`config.mk`:
```
export PLATFORM = sky130hd
export DESIGN_NAME = rank_channel_decode
export DESIGN_NICKNAME = d
export VERILOG_FILES = /design/src/rank_decode_pkg.sv /design/src/rank_bound_compare.sv /design/src/rank_channel_decode.sv
export VERILOG_INCLUDE_DIRS = /design/src /design/src/src
export SDC_FILE = /design/constraint.sdc
export NUM_CORES = 1
export LEC_CHECK = 0
export BUFFER_PORTS_ARGS = -buffer_cell sky130_fd_sc_hd__buf_4
export CAP_MARGIN = 40
export CELL_PAD_IN_SITES_DETAIL_PLACEMENT = 0
export CELL_PAD_IN_SITES_GLOBAL_PLACEMENT = 1
export CORE_ASPECT_RATIO = 2
export CORE_UTILIZATION = 37
export CTS_BUF_LIST = sky130_fd_sc_hd__clkbuf_16
export DETAILED_ROUTE_END_ITERATION = 16
export HOLD_SLACK_MARGIN = 0.08
export PLACE_DENSITY = 0.75
export SLEW_MARGIN = 30
export SYNTH_ARGS = -nofsm -noshare
export SYNTH_HDL_FRONTEND = slang
export SYNTH_HIERARCHICAL = 1
export SYNTH_SLANG_ARGS = --single-unit
```
`constraint.sdc`:
```
create_clock -name i_clk_sys -period 1.45 [get_ports i_clk_sys]
set_input_delay 0 -clock i_clk_sys [delete_from_list [all_inputs] [get_ports i_clk_sys]]
set_output_delay 0 -clock i_clk_sys [all_outputs]
set_load 0.05 [all_outputs]
```
`src/rank_decode_map.svh`:
```
// Register offsets, field positions and reset values of the rank decode block.
`ifndef RANK_DECODE_MAP_SVH
`define RANK_DECODE_MAP_SVH

// ****************************************************************
// Register offsets within the controller window
// ****************************************************************
`define OFF_CHANNEL_DECODE_MISC_CONFIG 12'h111
`define OFF_CH0_RANK0_UPPER_BOUND 12'h200
`define OFF_CH0_RANK1_UPPER_BOUND 12'h202
`define OFF_CH1_RANK0_UPPER_BOUND 12'h600
`define OFF_CH1_RANK1_UPPER_BOUND 12'h602

// ****************************************************************
// Field positions and reset values
// ****************************************************************
`define BOUND_MSB 9
`define BOUND_WIDTH 10
`define MISC_SWAP_MSB 6
`define MISC_SWAP_LSB 5
`define MISC_CH1_ENH_BIT 3
`define MISC_CH0_ENH_BIT 2
`define MISC_FLEX_BIT 1
`define MISC_WMASK 8'h6E
`define MISC_RESET 8'h00
`define BOUND_RESET 10'h000
`define UNIT_SHIFT 26
`define ADDR_WIDTH 36

`endif

```
`src/rank_decode_pkg.sv`:
```
// Types shared by the rank decode block.
package rank_decode_pkg;

  // ****************************************************************
  // Swap mode encodings and carried groups
  // ****************************************************************
  typedef enum logic [1:0] {
    SWAP_BANK_AND_RANK = 2'b00,
    SWAP_RSVD_01 = 2'b01,
    SWAP_BANK_ONLY = 2'b10,
    SWAP_RSVD_11 = 2'b11
  } swap_mode_t;

  typedef struct packed {
    swap_mode_t select_swap_mode;
    logic second_channel_enhanced_addr;
    logic first_channel_enhanced_addr;
    logic asymmetric_interleave_enable;
  } misc_cfg_t;

  typedef struct packed {
    logic [1:0] ch0_cs;
    logic [1:0] ch1_cs;
  } rank_select_t;

endpackage : rank_decode_pkg

```
`src/rank_bound_compare.sv`:
```
// One channel's rank decode: picks the lowest rank whose bound lies above the address.
`timescale 1ns/1ps
`include "rank_decode_map.svh"

module rank_bound_compare (
  input wire logic [`BOUND_WIDTH-1:0] i_bound0,
  input wire logic [`BOUND_WIDTH-1:0] i_bound1,
  input wire logic [`ADDR_WIDTH-`UNIT_SHIFT-1:0] i_unit,
  output logic [1:0] o_cs
);

  // Strict compare: an address equal to a bound belongs to the next rank up.
  wire logic below0 = i_unit < i_bound0; // RL2
  wire logic below1 = i_unit < i_bound1;
  assign o_cs = below0 ? 2'b01 : (below1 ? 2'b10 : 2'b00); // RL11

endmodule : rank_bound_compare

```
`src/rank_channel_decode.sv`:
```
// Register file and two-channel rank chip select decode.
// Summary of operation
// RL1: One ten-bit upper bound per rank is kept, counted in 64 MB units.
// RL2: Each incoming address is compared against the bounds to pick the rank chip select.
// RL3: Bound registers hold a writable field in bits 9:0, bits 15:10 read zero and reset zero.
// RL4: Software writes bounds cumulatively, rank 1 holding the sum of rank 0 and rank 1 sizes.
// RL5: Software writes zero to all bounds of an empty channel.
// RL6: In flex mode software writes the top channel 1 bounds as channel 1 plus channel 0 totals.
// RL7: Bits 6:5 select the swap mode, 00 bank and rank, 10 bank only, others reserved.
// RL8: Bit 3 enables enhanced addressing for channel 1, reset zero.
// RL9: Bit 2 enables enhanced addressing for channel 0, reset zero.
// RL10: Bit 1 enables flex memory, reset zero, bits 7, 4 and 0 reserved.
// RL11: The lowest rank whose bound exceeds the address unit wins; above all bounds none is chosen.
`timescale 1ns/1ps
`include "rank_decode_map.svh"

module rank_channel_decode (
  input wire logic i_clk_sys,
  input wire logic i_sys_rst,
  input wire logic i_reg_wr,
  input wire logic i_reg_rd,
  input wire logic [11:0] i_reg_addr,
  input wire logic [15:0] i_reg_wdata,
  input wire logic [1:0] i_reg_be,
  output logic [15:0] o_reg_rdata,
  output logic o_reg_rvalid,
  input wire logic i_mem_valid,
  input wire logic i_mem_chan,
  input wire logic [`ADDR_WIDTH-1:0] i_mem_addr,
  output rank_decode_pkg::rank_select_t o_rank_cs,
  output logic o_cs_valid,
  output rank_decode_pkg::misc_cfg_t o_misc_cfg
);

  // ****************************************************************
  // Address decode
  // ****************************************************************
  // Registers are word aligned here; the odd misc offset is a byte register.
  wire logic hit_misc = i_reg_addr == `OFF_CHANNEL_DECODE_MISC_CONFIG;
  wire logic hit_c0r0 = i_reg_addr == `OFF_CH0_RANK0_UPPER_BOUND;
  wire logic hit_c0r1 = i_reg_addr == `OFF_CH0_RANK1_UPPER_BOUND;
  wire logic hit_c1r0 = i_reg_addr == `OFF_CH1_RANK0_UPPER_BOUND;
  wire logic hit_c1r1 = i_reg_addr == `OFF_CH1_RANK1_UPPER_BOUND;

  // ****************************************************************
  // Register storage
  // ****************************************************************
  logic [7:0] misc_q;
  logic [7:0] misc_d;
  logic [`BOUND_WIDTH-1:0] c0r0_q;
  logic [`BOUND_WIDTH-1:0] c0r0_d;
  logic [`BOUND_WIDTH-1:0] c0r1_q;
  logic [`BOUND_WIDTH-1:0] c0r1_d;
  logic [`BOUND_WIDTH-1:0] c1r0_q;
  logic [`BOUND_WIDTH-1:0] c1r0_d;
  logic [`BOUND_WIDTH-1:0] c1r1_q;
  logic [`BOUND_WIDTH-1:0] c1r1_d;

  // ****************************************************************
  // Byte lane write enables
  // ****************************************************************
  // One enable per lane, so a partial write never disturbs the other byte.
  wire logic wr_lo = i_reg_wr && i_reg_be[0];
  wire logic wr_hi = i_reg_wr && i_reg_be[1];
  wire logic we_misc = hit_misc && wr_lo;
  wire logic we_c0r0_lo = hit_c0r0 && wr_lo;
  wire logic we_c0r0_hi = hit_c0r0 && wr_hi;
  wire logic we_c0r1_lo = hit_c0r1 && wr_lo;
  wire logic we_c0r1_hi = hit_c0r1 && wr_hi;
  wire logic we_c1r0_lo = hit_c1r0 && wr_lo;
  wire logic we_c1r0_hi = hit_c1r0 && wr_hi;
  wire logic we_c1r1_lo = hit_c1r1 && wr_lo;
  wire logic we_c1r1_hi = hit_c1r1 && wr_hi;

  // ****************************************************************
  // Next register values
  // ****************************************************************
  // Misc writes keep reserved bits 7, 4 and 0 at zero; the high lane is ignored.
  assign misc_d = we_misc ? (i_reg_wdata[7:0] & `MISC_WMASK) : misc_q; // RL10

  // Low lane carries bound bits 7:0 and high lane bits 9:8; bits 15:10 are never stored.
  assign c0r0_d = {(we_c0r0_hi ? i_reg_wdata[`BOUND_MSB:8] : c0r0_q[`BOUND_MSB:8]),
                   (we_c0r0_lo ? i_reg_wdata[7:0] : c0r0_q[7:0])}; // RL1 RL3

  // Channel 0 rank 1 bound, same lane split.
  assign c0r1_d = {(we_c0r1_hi ? i_reg_wdata[`BOUND_MSB:8] : c0r1_q[`BOUND_MSB:8]),
                   (we_c0r1_lo ? i_reg_wdata[7:0] : c0r1_q[7:0])}; // RL1 RL3

  // Channel 1 rank 0 bound, same lane split.
  assign c1r0_d = {(we_c1r0_hi ? i_reg_wdata[`BOUND_MSB:8] : c1r0_q[`BOUND_MSB:8]),
                   (we_c1r0_lo ? i_reg_wdata[7:0] : c1r0_q[7:0])}; // RL1 RL3

  // Channel 1 rank 1 bound, same lane split.
  assign c1r1_d = {(we_c1r1_hi ? i_reg_wdata[`BOUND_MSB:8] : c1r1_q[`BOUND_MSB:8]),
                   (we_c1r1_lo ? i_reg_wdata[7:0] : c1r1_q[7:0])}; // RL1 RL3

  // Misc clears to zero, so enhanced and flex modes start off.
  always_ff @(posedge i_clk_sys or posedge i_sys_rst) begin
    if (i_sys_rst) begin
      misc_q <= `MISC_RESET; // RL8 RL9 RL10
    end else begin
      misc_q <= misc_d;
    end
  end

  // A zero bound means the rank holds no memory, which is the safe state after reset.
  always_ff @(posedge i_clk_sys or posedge i_sys_rst) begin
    if (i_sys_rst) begin
      c0r0_q <= `BOUND_RESET; // RL3
    end else begin
      c0r0_q <= c0r0_d;
    end
  end

  // Channel 0 rank 1 bound register.
  always_ff @(posedge i_clk_sys or posedge i_sys_rst) begin
    if (i_sys_rst) begin
      c0r1_q <= `BOUND_RESET; // RL3
    end else begin
      c0r1_q <= c0r1_d;
    end
  end

  // Channel 1 rank 0 bound register.
  always_ff @(posedge i_clk_sys or posedge i_sys_rst) begin
    if (i_sys_rst) begin
      c1r0_q <= `BOUND_RESET; // RL3
    end else begin
      c1r0_q <= c1r0_d;
    end
  end

  // Channel 1 rank 1 bound register.
  always_ff @(posedge i_clk_sys or posedge i_sys_rst) begin
    if (i_sys_rst) begin
      c1r1_q <= `BOUND_RESET; // RL3
    end else begin
      c1r1_q <= c1r1_d;
    end
  end

  // ****************************************************************
  // Read path
  // ****************************************************************
  // Reserved bits are zero-filled here, so bits 15:10 of a bound always read zero.
  wire logic [15:0] rb_misc = {8'h00, misc_q};
  wire logic [15:0] rb_c0r0 = {6'h00, c0r0_q}; // RL3
  wire logic [15:0] rb_c0r1 = {6'h00, c0r1_q}; // RL3
  wire logic [15:0] rb_c1r0 = {6'h00, c1r0_q}; // RL3
  wire logic [15:0] rb_c1r1 = {6'h00, c1r1_q}; // RL3

  // Unmapped offsets read zero.
  wire logic [15:0] rd_mux =
    hit_misc ? rb_misc :
    hit_c0r0 ? rb_c0r0 :
    hit_c0r1 ? rb_c0r1 :
    hit_c1r0 ? rb_c1r0 :
    hit_c1r1 ? rb_c1r1 : 16'h0000;

  // Read data hold until the next read, so a slow master may pick them up late.
  always_ff @(posedge i_clk_sys or posedge i_sys_rst) begin
    if (i_sys_rst) begin
      o_reg_rdata <= 16'h0000;
    end else begin
      o_reg_rdata <= i_reg_rd ? rd_mux : o_reg_rdata;
    end
  end

  // The valid flag marks the one cycle in which fresh read data stand.
  always_ff @(posedge i_clk_sys or posedge i_sys_rst) begin
    if (i_sys_rst) begin
      o_reg_rvalid <= 1'b0;
    end else begin
      o_reg_rvalid <= i_reg_rd;
    end
  end

  // ****************************************************************
  // Mode outputs
  // ****************************************************************
  // The swap field is passed as stored; reserved codes are not filtered.
  assign o_misc_cfg.select_swap_mode =
    rank_decode_pkg::swap_mode_t'(misc_q[`MISC_SWAP_MSB:`MISC_SWAP_LSB]); // RL7
  assign o_misc_cfg.second_channel_enhanced_addr = misc_q[`MISC_CH1_ENH_BIT]; // RL8
  assign o_misc_cfg.first_channel_enhanced_addr = misc_q[`MISC_CH0_ENH_BIT]; // RL9
  assign o_misc_cfg.asymmetric_interleave_enable = misc_q[`MISC_FLEX_BIT]; // RL10

  // ****************************************************************
  // Rank decode
  // ****************************************************************
  // Flex mode changes only how software programs channel 1 bounds, not the compare.
  // Only two ranks per channel are built; an address above rank 1's bound selects none.
  wire logic [`ADDR_WIDTH-`UNIT_SHIFT-1:0] addr_unit = i_mem_addr[`ADDR_WIDTH-1:`UNIT_SHIFT];
  logic [1:0] cs0;
  logic [1:0] cs1;

  rank_bound_compare u_ch0 (
    .i_bound0(c0r0_q),
    .i_bound1(c0r1_q),
    .i_unit(addr_unit),
    .o_cs(cs0)
  );

  rank_bound_compare u_ch1 (
    .i_bound0(c1r0_q),
    .i_bound1(c1r1_q),
    .i_unit(addr_unit),
    .o_cs(cs1)
  );

  // A request steers only the selects of its own channel; the other stays quiet.
  wire logic take_ch0 = i_mem_valid && !i_mem_chan;
  wire logic take_ch1 = i_mem_valid && i_mem_chan;

  // Chip selects are registered so the pins see a clean one-cycle-late decode.
  always_ff @(posedge i_clk_sys or posedge i_sys_rst) begin
    if (i_sys_rst) begin
      o_rank_cs <= '0;
      o_cs_valid <= 1'b0;
    end else begin
      o_rank_cs.ch0_cs <= take_ch0 ? cs0 : 2'b00; // RL2 RL11
      o_rank_cs.ch1_cs <= take_ch1 ? cs1 : 2'b00; // RL2 RL11
      o_cs_valid <= i_mem_valid;
    end
  end

endmodule : rank_channel_decode

```
==> metrics.txt, run 1 <==
routed via count around 3000; GRT overflow 0; Synth area leader dfrtp_1; CP max stage delay around 380 ps; Critical Path Fanout Max 3; Peak VDD IR between 0.0007 and 0.0008 V; crit-path cells inv_2 -> ha_4 -> nand3_2 -> nand2_2 -> o2bb2ai_4 -> a21oi_4 -> nor4_2 -> and3b_1; first-pass GRT wire length approximately 16000 um; DRC errors left 0; syn_area_per_cell 11.0 um^2; status complete, but fails checks; Synth Area in Compound Gates about a tenth; PwrDens roughly 800 mW/mm^2; synth warn 6; Core Rows 51; input/output buffers 60; Ports 99; clk sinks about 60; die height roughly 140 um; multiplexer area fraction after synthesis 16.6%; Netlist cell types between 40 and 50; final hold vios 0; total power ~0.0043 W; final core utilization ~56%; RePlAce Congestion around 0.80; diode count 0; initial DRC count 98; number of enable flip-flop cells after synthesis 0; WP data required 1710 ps; Clk Tree Root Cell clkbuf_16; Final Instance Area about 0.0054 mm^2; failing checks setup timing; die area 0.0103 mm^2; XOR/XNOR Fraction of Synth Area 0%; adder-cell share of the synthesized area approximately an eighth; Clock Latency Late Sink about 330 ps; Initial Util between 30% and 40%; Area Growth Syn to Fin 48.5%; share of layout cells above drive strength 1 48.0%; Post-DP Area 0.00465 mm^2; post-synthesis simple-gate area fraction around 13%; remaining antenna violation count after routing 0; Pleak 2.56 nW; WL final 9860 um; main combinational cell family by area after synthesis multiplexers; Mapped Area ~0.0037 mm^2; post-DR vias/cell 4.95; Core ar. between 0.009 and 0.01 mm^2; WL/cell 16.2 um; most numerous cell in the Yosys netlist dfrtp_1; largest net degree at the start of global routing 62; Setup CP Type flip-flop to flip-flop; initial antenna violation count 0; ys flop type dfrtp_1; hpwl dp 7480 um; Area contributors post-synth dfrtp_1 (42%), mux2_2 (13%), ha_1 (12%), inv_1 (4.3%), mux2i_1 (2.7%); share of the synthesized area in the top cell type about two fifths; DRT Pass-1 Iters 4; Min Clock Period, post-route 1560 ps; post-route setup slack -109 ps; vias in the first global route 3170; Final nets between 500 and 600; global-route usage over all layers between 20% and 30%; synth cell count leaders dfrtp_1 (61), mux2_2 (43), inv_1 (42); CTS max path bufs 2; Startpoint Class flip-flop; Arr. time, crit path approximately 1800 ps; Max Clock Freq ~0.64 GHz; setup TNS -221 ps; # H-tree levels 3; # Max-Cap Violations 0; final worst-path cycle share 108%; Hold Crit Class input port to flip-flop; CTS Buf Count 9; final slew viol count 0; Setup crit end kind flip-flop; CTS tree yes; RSZ-0062 raised after global routing true; clock skew about 8.5 ps; Post-Syn Instances ~330; synthesized flop and latch total slightly above 60; sequential share of the synthesized area between 40% and 50%; Final setup viols 3; FFs w/ async S/R, synth between 90% and 100%; slowest CP cell dfrtp_1; Clock transition at path regs approximately 50 ps; die width approximately 72 um
## critical path: cells and delay by family, from the launching register on
| kind | cells | cell delay, ps |
|---|---|---|
| AO/OA/AOI/OAI | 2 | 220 |
| adder cells (fa/ha/maj) | 1 | 290 |
| buffers and inverters | 1 | 60 |
| flip-flops | 1 | 380 |
| AND/OR/NAND/NOR | 4 | 540 |
## per-layer routing
layer	track usage, %	vias to the layer above	part of all wire [%]
li1	-	1469	-
met1	22.8	1443	38
met2	38.6	78	56
met3	2.96	15	2.8
met4	8.88	0	2.5
met5	0	-	0
## cell usage in the layout, fill, tap and decap left out, drive strengths merged, types with 10 or more instances in the layout
| master | count |
|---|---|
| dlygate4sd3 | 14 |
| inv | 42 |
| o221ai | 10 |
| mux2 | 45 |
| nand2 | 17 |
| ha | 36 |
| a21oi | 14 |
| buf | 122 |
| dfrtp | 61 |
| mux2i | 10 |
## power by group
| part | internal (W) | switching, W |
|---|---|---|
| Combinational | 0.000279 | 0.000340 |
| Clock | 0.00130 | 0.000709 |
| Sequential | 0.00171 | 0.00000359 |
## state kept, by name, indices dropped and copies added, names as in the netlist
register,flops
c0r0_q,10
misc_q,5
o_reg_rvalid,1
o_cs_valid,1
o_reg_rdata,10
c1r1_q,10
c1r0_q,10
o_rank_cs,4
c0r1_q,10
## what timing repair did
item	CTS	global route
hold buffers	14	0
endpoints found under the hold margin	119	0
pin swaps	23	17
setup endpoints to repair	4	21
setup buffers	8	5
resized for setup	31	17
## path summary, 6_finish.rpt
check	end	cells after the start	slack (ps)	start
setup reg to reg	o_rank_cs[3]$_DFF_PP0_	8	-110	c0r0_q[4]$_DFFE_PP0P_
setup / recovery	o_rank_cs[3]$_DFF_PP0_	8	-110	c0r0_q[4]$_DFFE_PP0P_
hold / removal	c0r1_q[8]$_DFFE_PP0P_	3	120	i_reg_be[1]
max in group asynchronous	c1r0_q[8]$_DFFE_PP0P_	4	860	i_sys_rst
hold reg to reg	o_reg_rdata[7]$_DFFE_PP0P_	2	540	o_reg_rdata[7]$_DFFE_PP0P_
min in group asynchronous	c1r0_q[0]$_DFFE_PP0P_	4	310	i_sys_rst
## cells by family (layout without fill, tap and decap cells)
logic type / Yosys count / after routing
other: 1 / 6
buffers and inverters: 57 / 194
flip-flops: 61 / 61
adder cells (fa/ha/maj): 36 / 36
multiplexers: 55 / 55
AND/OR/NAND/NOR: 68 / 68
AO/OA/AOI/OAI: 55 / 55
## area by class of cell
class | count | area, um^2
clock buffer | 9 | 225
clock inverter | 7 | 57.6
fill | 863 | 4260
inverter | 42 | 161
multi-input combinational | 220 | 2210
sequential | 61 | 1530
tap | 132 | 165
timing repair buffer | 136 | 1090
## metrics by stage
step	worst slack, ps	instances	hold WS, ps
finish	-109	607	121
global route	-222	607	137
CTS	-103	602	127
global placement	-294	566	107
detailed placement	-337	566	115
floorplan	-120	338	31.4
(Power assumes the default switching activity.)
==> run 2: changes to the inputs <==
CORE_UTILIZATION = 38   (was 37)
CTS_BUF_LIST = sky130_fd_sc_hd__clkbuf_4 sky130_fd_sc_hd__clkbuf_8   (was sky130_fd_sc_hd__clkbuf_16)
PLACE_DENSITY = 0.77   (was 0.75)
==> run 2 against run 1 <==
  * Wire length fell by 3.2%
  * Utilization decreased by 0.69 points
  * Sequential power is essentially flat
  * The run still ends with setup timing left
  * Global-route usage is 0.40 points lower
  * Power decreased by 14%
  * Cell area decreased by 4.4%
  * Via count is 2.1% lower
  * Fmax up 0.94%
  * Critical endpoint is now o_rank_cs[1]$_DFF_PP0_
  * Count of clock-buffer cells in the layout is 5 higher
  * Die area down 2.6%
  * Critical path type unchanged
  * First-iteration DRC count unchanged
==> metrics.txt, run 2 (synthesized netlist as in run 1, its figures left out) <==
RePlAce Congestion 0.830 (was 0.804); Max Clock Freq 0.648 GHz (was 0.642 GHz); failing checks setup timing (unchanged); initial antenna violation count 0 (unchanged); Final nets 569 (was 578); Area Growth Syn to Fin 41.9% (was 48.5%); initial DRC count 98 (unchanged); RSZ-0062 raised after global routing true (unchanged); DRC errors left 0 (unchanged); Hold Crit Class input port to flip-flop (unchanged); largest net degree at the start of global routing 45 (was 62); Clock Latency Late Sink 330 ps (about the same); die area 0.0101 mm^2 (was 0.0103 mm^2); Ports 99 (unchanged); # Max-Cap Violations 0 (unchanged); share of layout cells above drive strength 1 46.7% (was 48.0%); CTS max path bufs 2 (unchanged); final worst-path cycle share 107% (was 108%); hold path depth 3 (unchanged); clock skew 5.11 ps (was 8.50 ps); CTS Buf Count 9 (unchanged); Startpoint Class flip-flop (unchanged); post-DR vias/cell 5.17 (was 4.95); Min Clock Period, post-route 1540 ps (was 1560 ps); Initial Util 39.1% (was 37.8%); CTS tree yes (unchanged); Final setup viols 4 (was 3); Setup CP Type flip-flop to flip-flop (unchanged); diode count 0 (unchanged); WP data required 1720 ps (was 1710 ps); hpwl dp 7350 um (was 7480 um); Setup crit end kind flip-flop (unchanged); DRT Pass-1 Iters 4 (unchanged); Clk Tree Root Cell clkbuf_8 (was clkbuf_16); r2r worst-path depth 8 (unchanged); final hold vios 0 (unchanged); slowest CP cell dfrtp_1 (unchanged); remaining antenna violation count after routing 0 (unchanged); post-route setup slack -94.4 ps (was -109 ps); die width 71.4 um (was 72.4 um); Pleak 2.46 nW (was 2.56 nW); clk sinks 61 (unchanged); final slew viol count 0 (unchanged); global-route usage over all layers 20.4% (was 20.8%); die height 141 um (was 143 um); WL final 9540 um (was 9860 um); GRT overflow 0 (unchanged); dpl ws -329 ps (was -337 ps); vias in the first global route 3208 (was 3170); first-pass GRT wire length 15700 um (was 16000 um); CP max stage delay 390 ps (was 380 ps); total power 0.00373 W (was 0.00434 W); routed via count 2943 (was 3005); Arr. time, crit path 1820 ps (about the same); input/output buffers 60 (unchanged); most common cell after layout, fill and taps aside buf_4 (unchanged); # H-tree levels 3 (unchanged); Peak VDD IR 0.000490 V (was 0.000747 V); final std cells w/o fill 569 (was 607); PwrDens 716 mW/mm^2 (was 798 mW/mm^2); most frequent cells in the layout buf_4 (109), dfrtp_1 (61), mux2_2 (43), inv_1 (34), ha_1 (25) (was buf_4 (117), dfrtp_1 (61), mux2_2 (43), inv_1 (33), ha_1 (25)); Core Rows 50 (was 51); Critical Path Fanout Max 3 (unchanged); WL/cell 16.8 um (was 16.2 um); Core ar. 0.00938 mm^2 (was 0.00970 mm^2); status complete, but fails checks (unchanged); Clock transition at path regs 70 ps (was 50 ps); Post-Place Cells 535 (was 566); crit-path cells inv_2 -> ha_4 -> nand3_1 -> nand2_2 -> o2bb2ai_4 -> a21oi_4 -> nor4_2 -> and3_1 (was inv_2 -> ha_4 -> nand3_2 -> nand2_2 -> o2bb2ai_4 -> a21oi_4 -> nor4_2 -> and3b_1)
[run 2: cell types whose count changed in the layout (fill, tap and decap cells not counted), moves of 2 or more]
cell,before,now
clkbuf_8,0,12
inv_2,9,7
a21oi_2,4,6
a21oi_1,8,6
clkbuf_16,9,0
clkbuf_4,0,2
buf_4,117,109
clkinv_1,3,0
[run 2: critical path: cells and delay by family (launching register included)]
kind	cells	cell delay, ps
buffers and inverters	1	60
AND/OR/NAND/NOR	4	500
adder cells (fa/ha/maj)	1	300
flip-flops	1	390
AO/OA/AOI/OAI	2	220
[run 2: power breakdown]
| group | switching, W | leakage [nW] | internal [W] | total (W) |
|---|---|---|---|---|
| registers | 0.00000381 | 0.847 | 0.00171 | 0.00172 |
| logic | 0.000328 | 1.51 | 0.000270 | 0.000598 |
| clock network | 0.000624 | 0.0994 | 0.000788 | 0.00141 |
| total | 0.000956 | 2.46 | 0.00277 | 0.00373 |
[run 2: metrics by stage]
step	TNS, ps	hold WS [ps]	utilization [%]	area, um^2
after floorplan	-2480	31.4	-	3720
after global placement	-11800	32.5	48.9	4590
after detailed placement	-12790	37.1	48.9	4590
after CTS	-248	93.9	54.5	5120
after global routing	-538	114	55.4	5200
final	-241	109	55.4	5200
[run 2: worst paths after layout]
kind                                         endpoint                        from  slack (ps)
max in group asynchronous  o_reg_rdata[8]$_DFFE_PP0P_                   i_sys_rst         650
setup / recovery               o_rank_cs[1]$_DFF_PP0_       c1r0_q[4]$_DFFE_PP0P_         -90
hold reg to reg            o_reg_rdata[9]$_DFFE_PP0P_  o_reg_rdata[9]$_DFFE_PP0P_         540
setup reg to reg               o_rank_cs[1]$_DFF_PP0_       c1r0_q[4]$_DFFE_PP0P_         -90
min in group asynchronous       c0r0_q[1]$_DFFE_PP0P_                   i_sys_rst         240
hold / removal                  c0r1_q[8]$_DFFE_PP0P_                 i_reg_be[1]         110
[run 2: layout make-up]
cell class | instances | area [um^2]
fillers | 816 | 4180
flip-flops and latches | 61 | 1530
inverters | 42 | 161
multi-input cells | 220 | 2180
repair buffers | 127 | 1020
clock inverters | 1 | 5.00
clock buffers | 14 | 180
well taps | 104 | 130
[run 2: timing repair]
action | CTS | global route
hold buffers | 14 | 0
gates resized for setup | 26 | 14
hold endpoints to repair | 121 | 0
buffers inserted | 5 | 1
setup endpoints to repair | 4 | 11
pin swaps | 23 | 4
[run 2: routing by layer]
layer  up-vias  wire length [um]  global-route usage, %
met4         0               283                   9.47
met2        63              5250                   38.1
met5         -                 0                      0
met1      1416              3790                   22.2
li1       1448                 -                      -
met3        16               214                   2.43
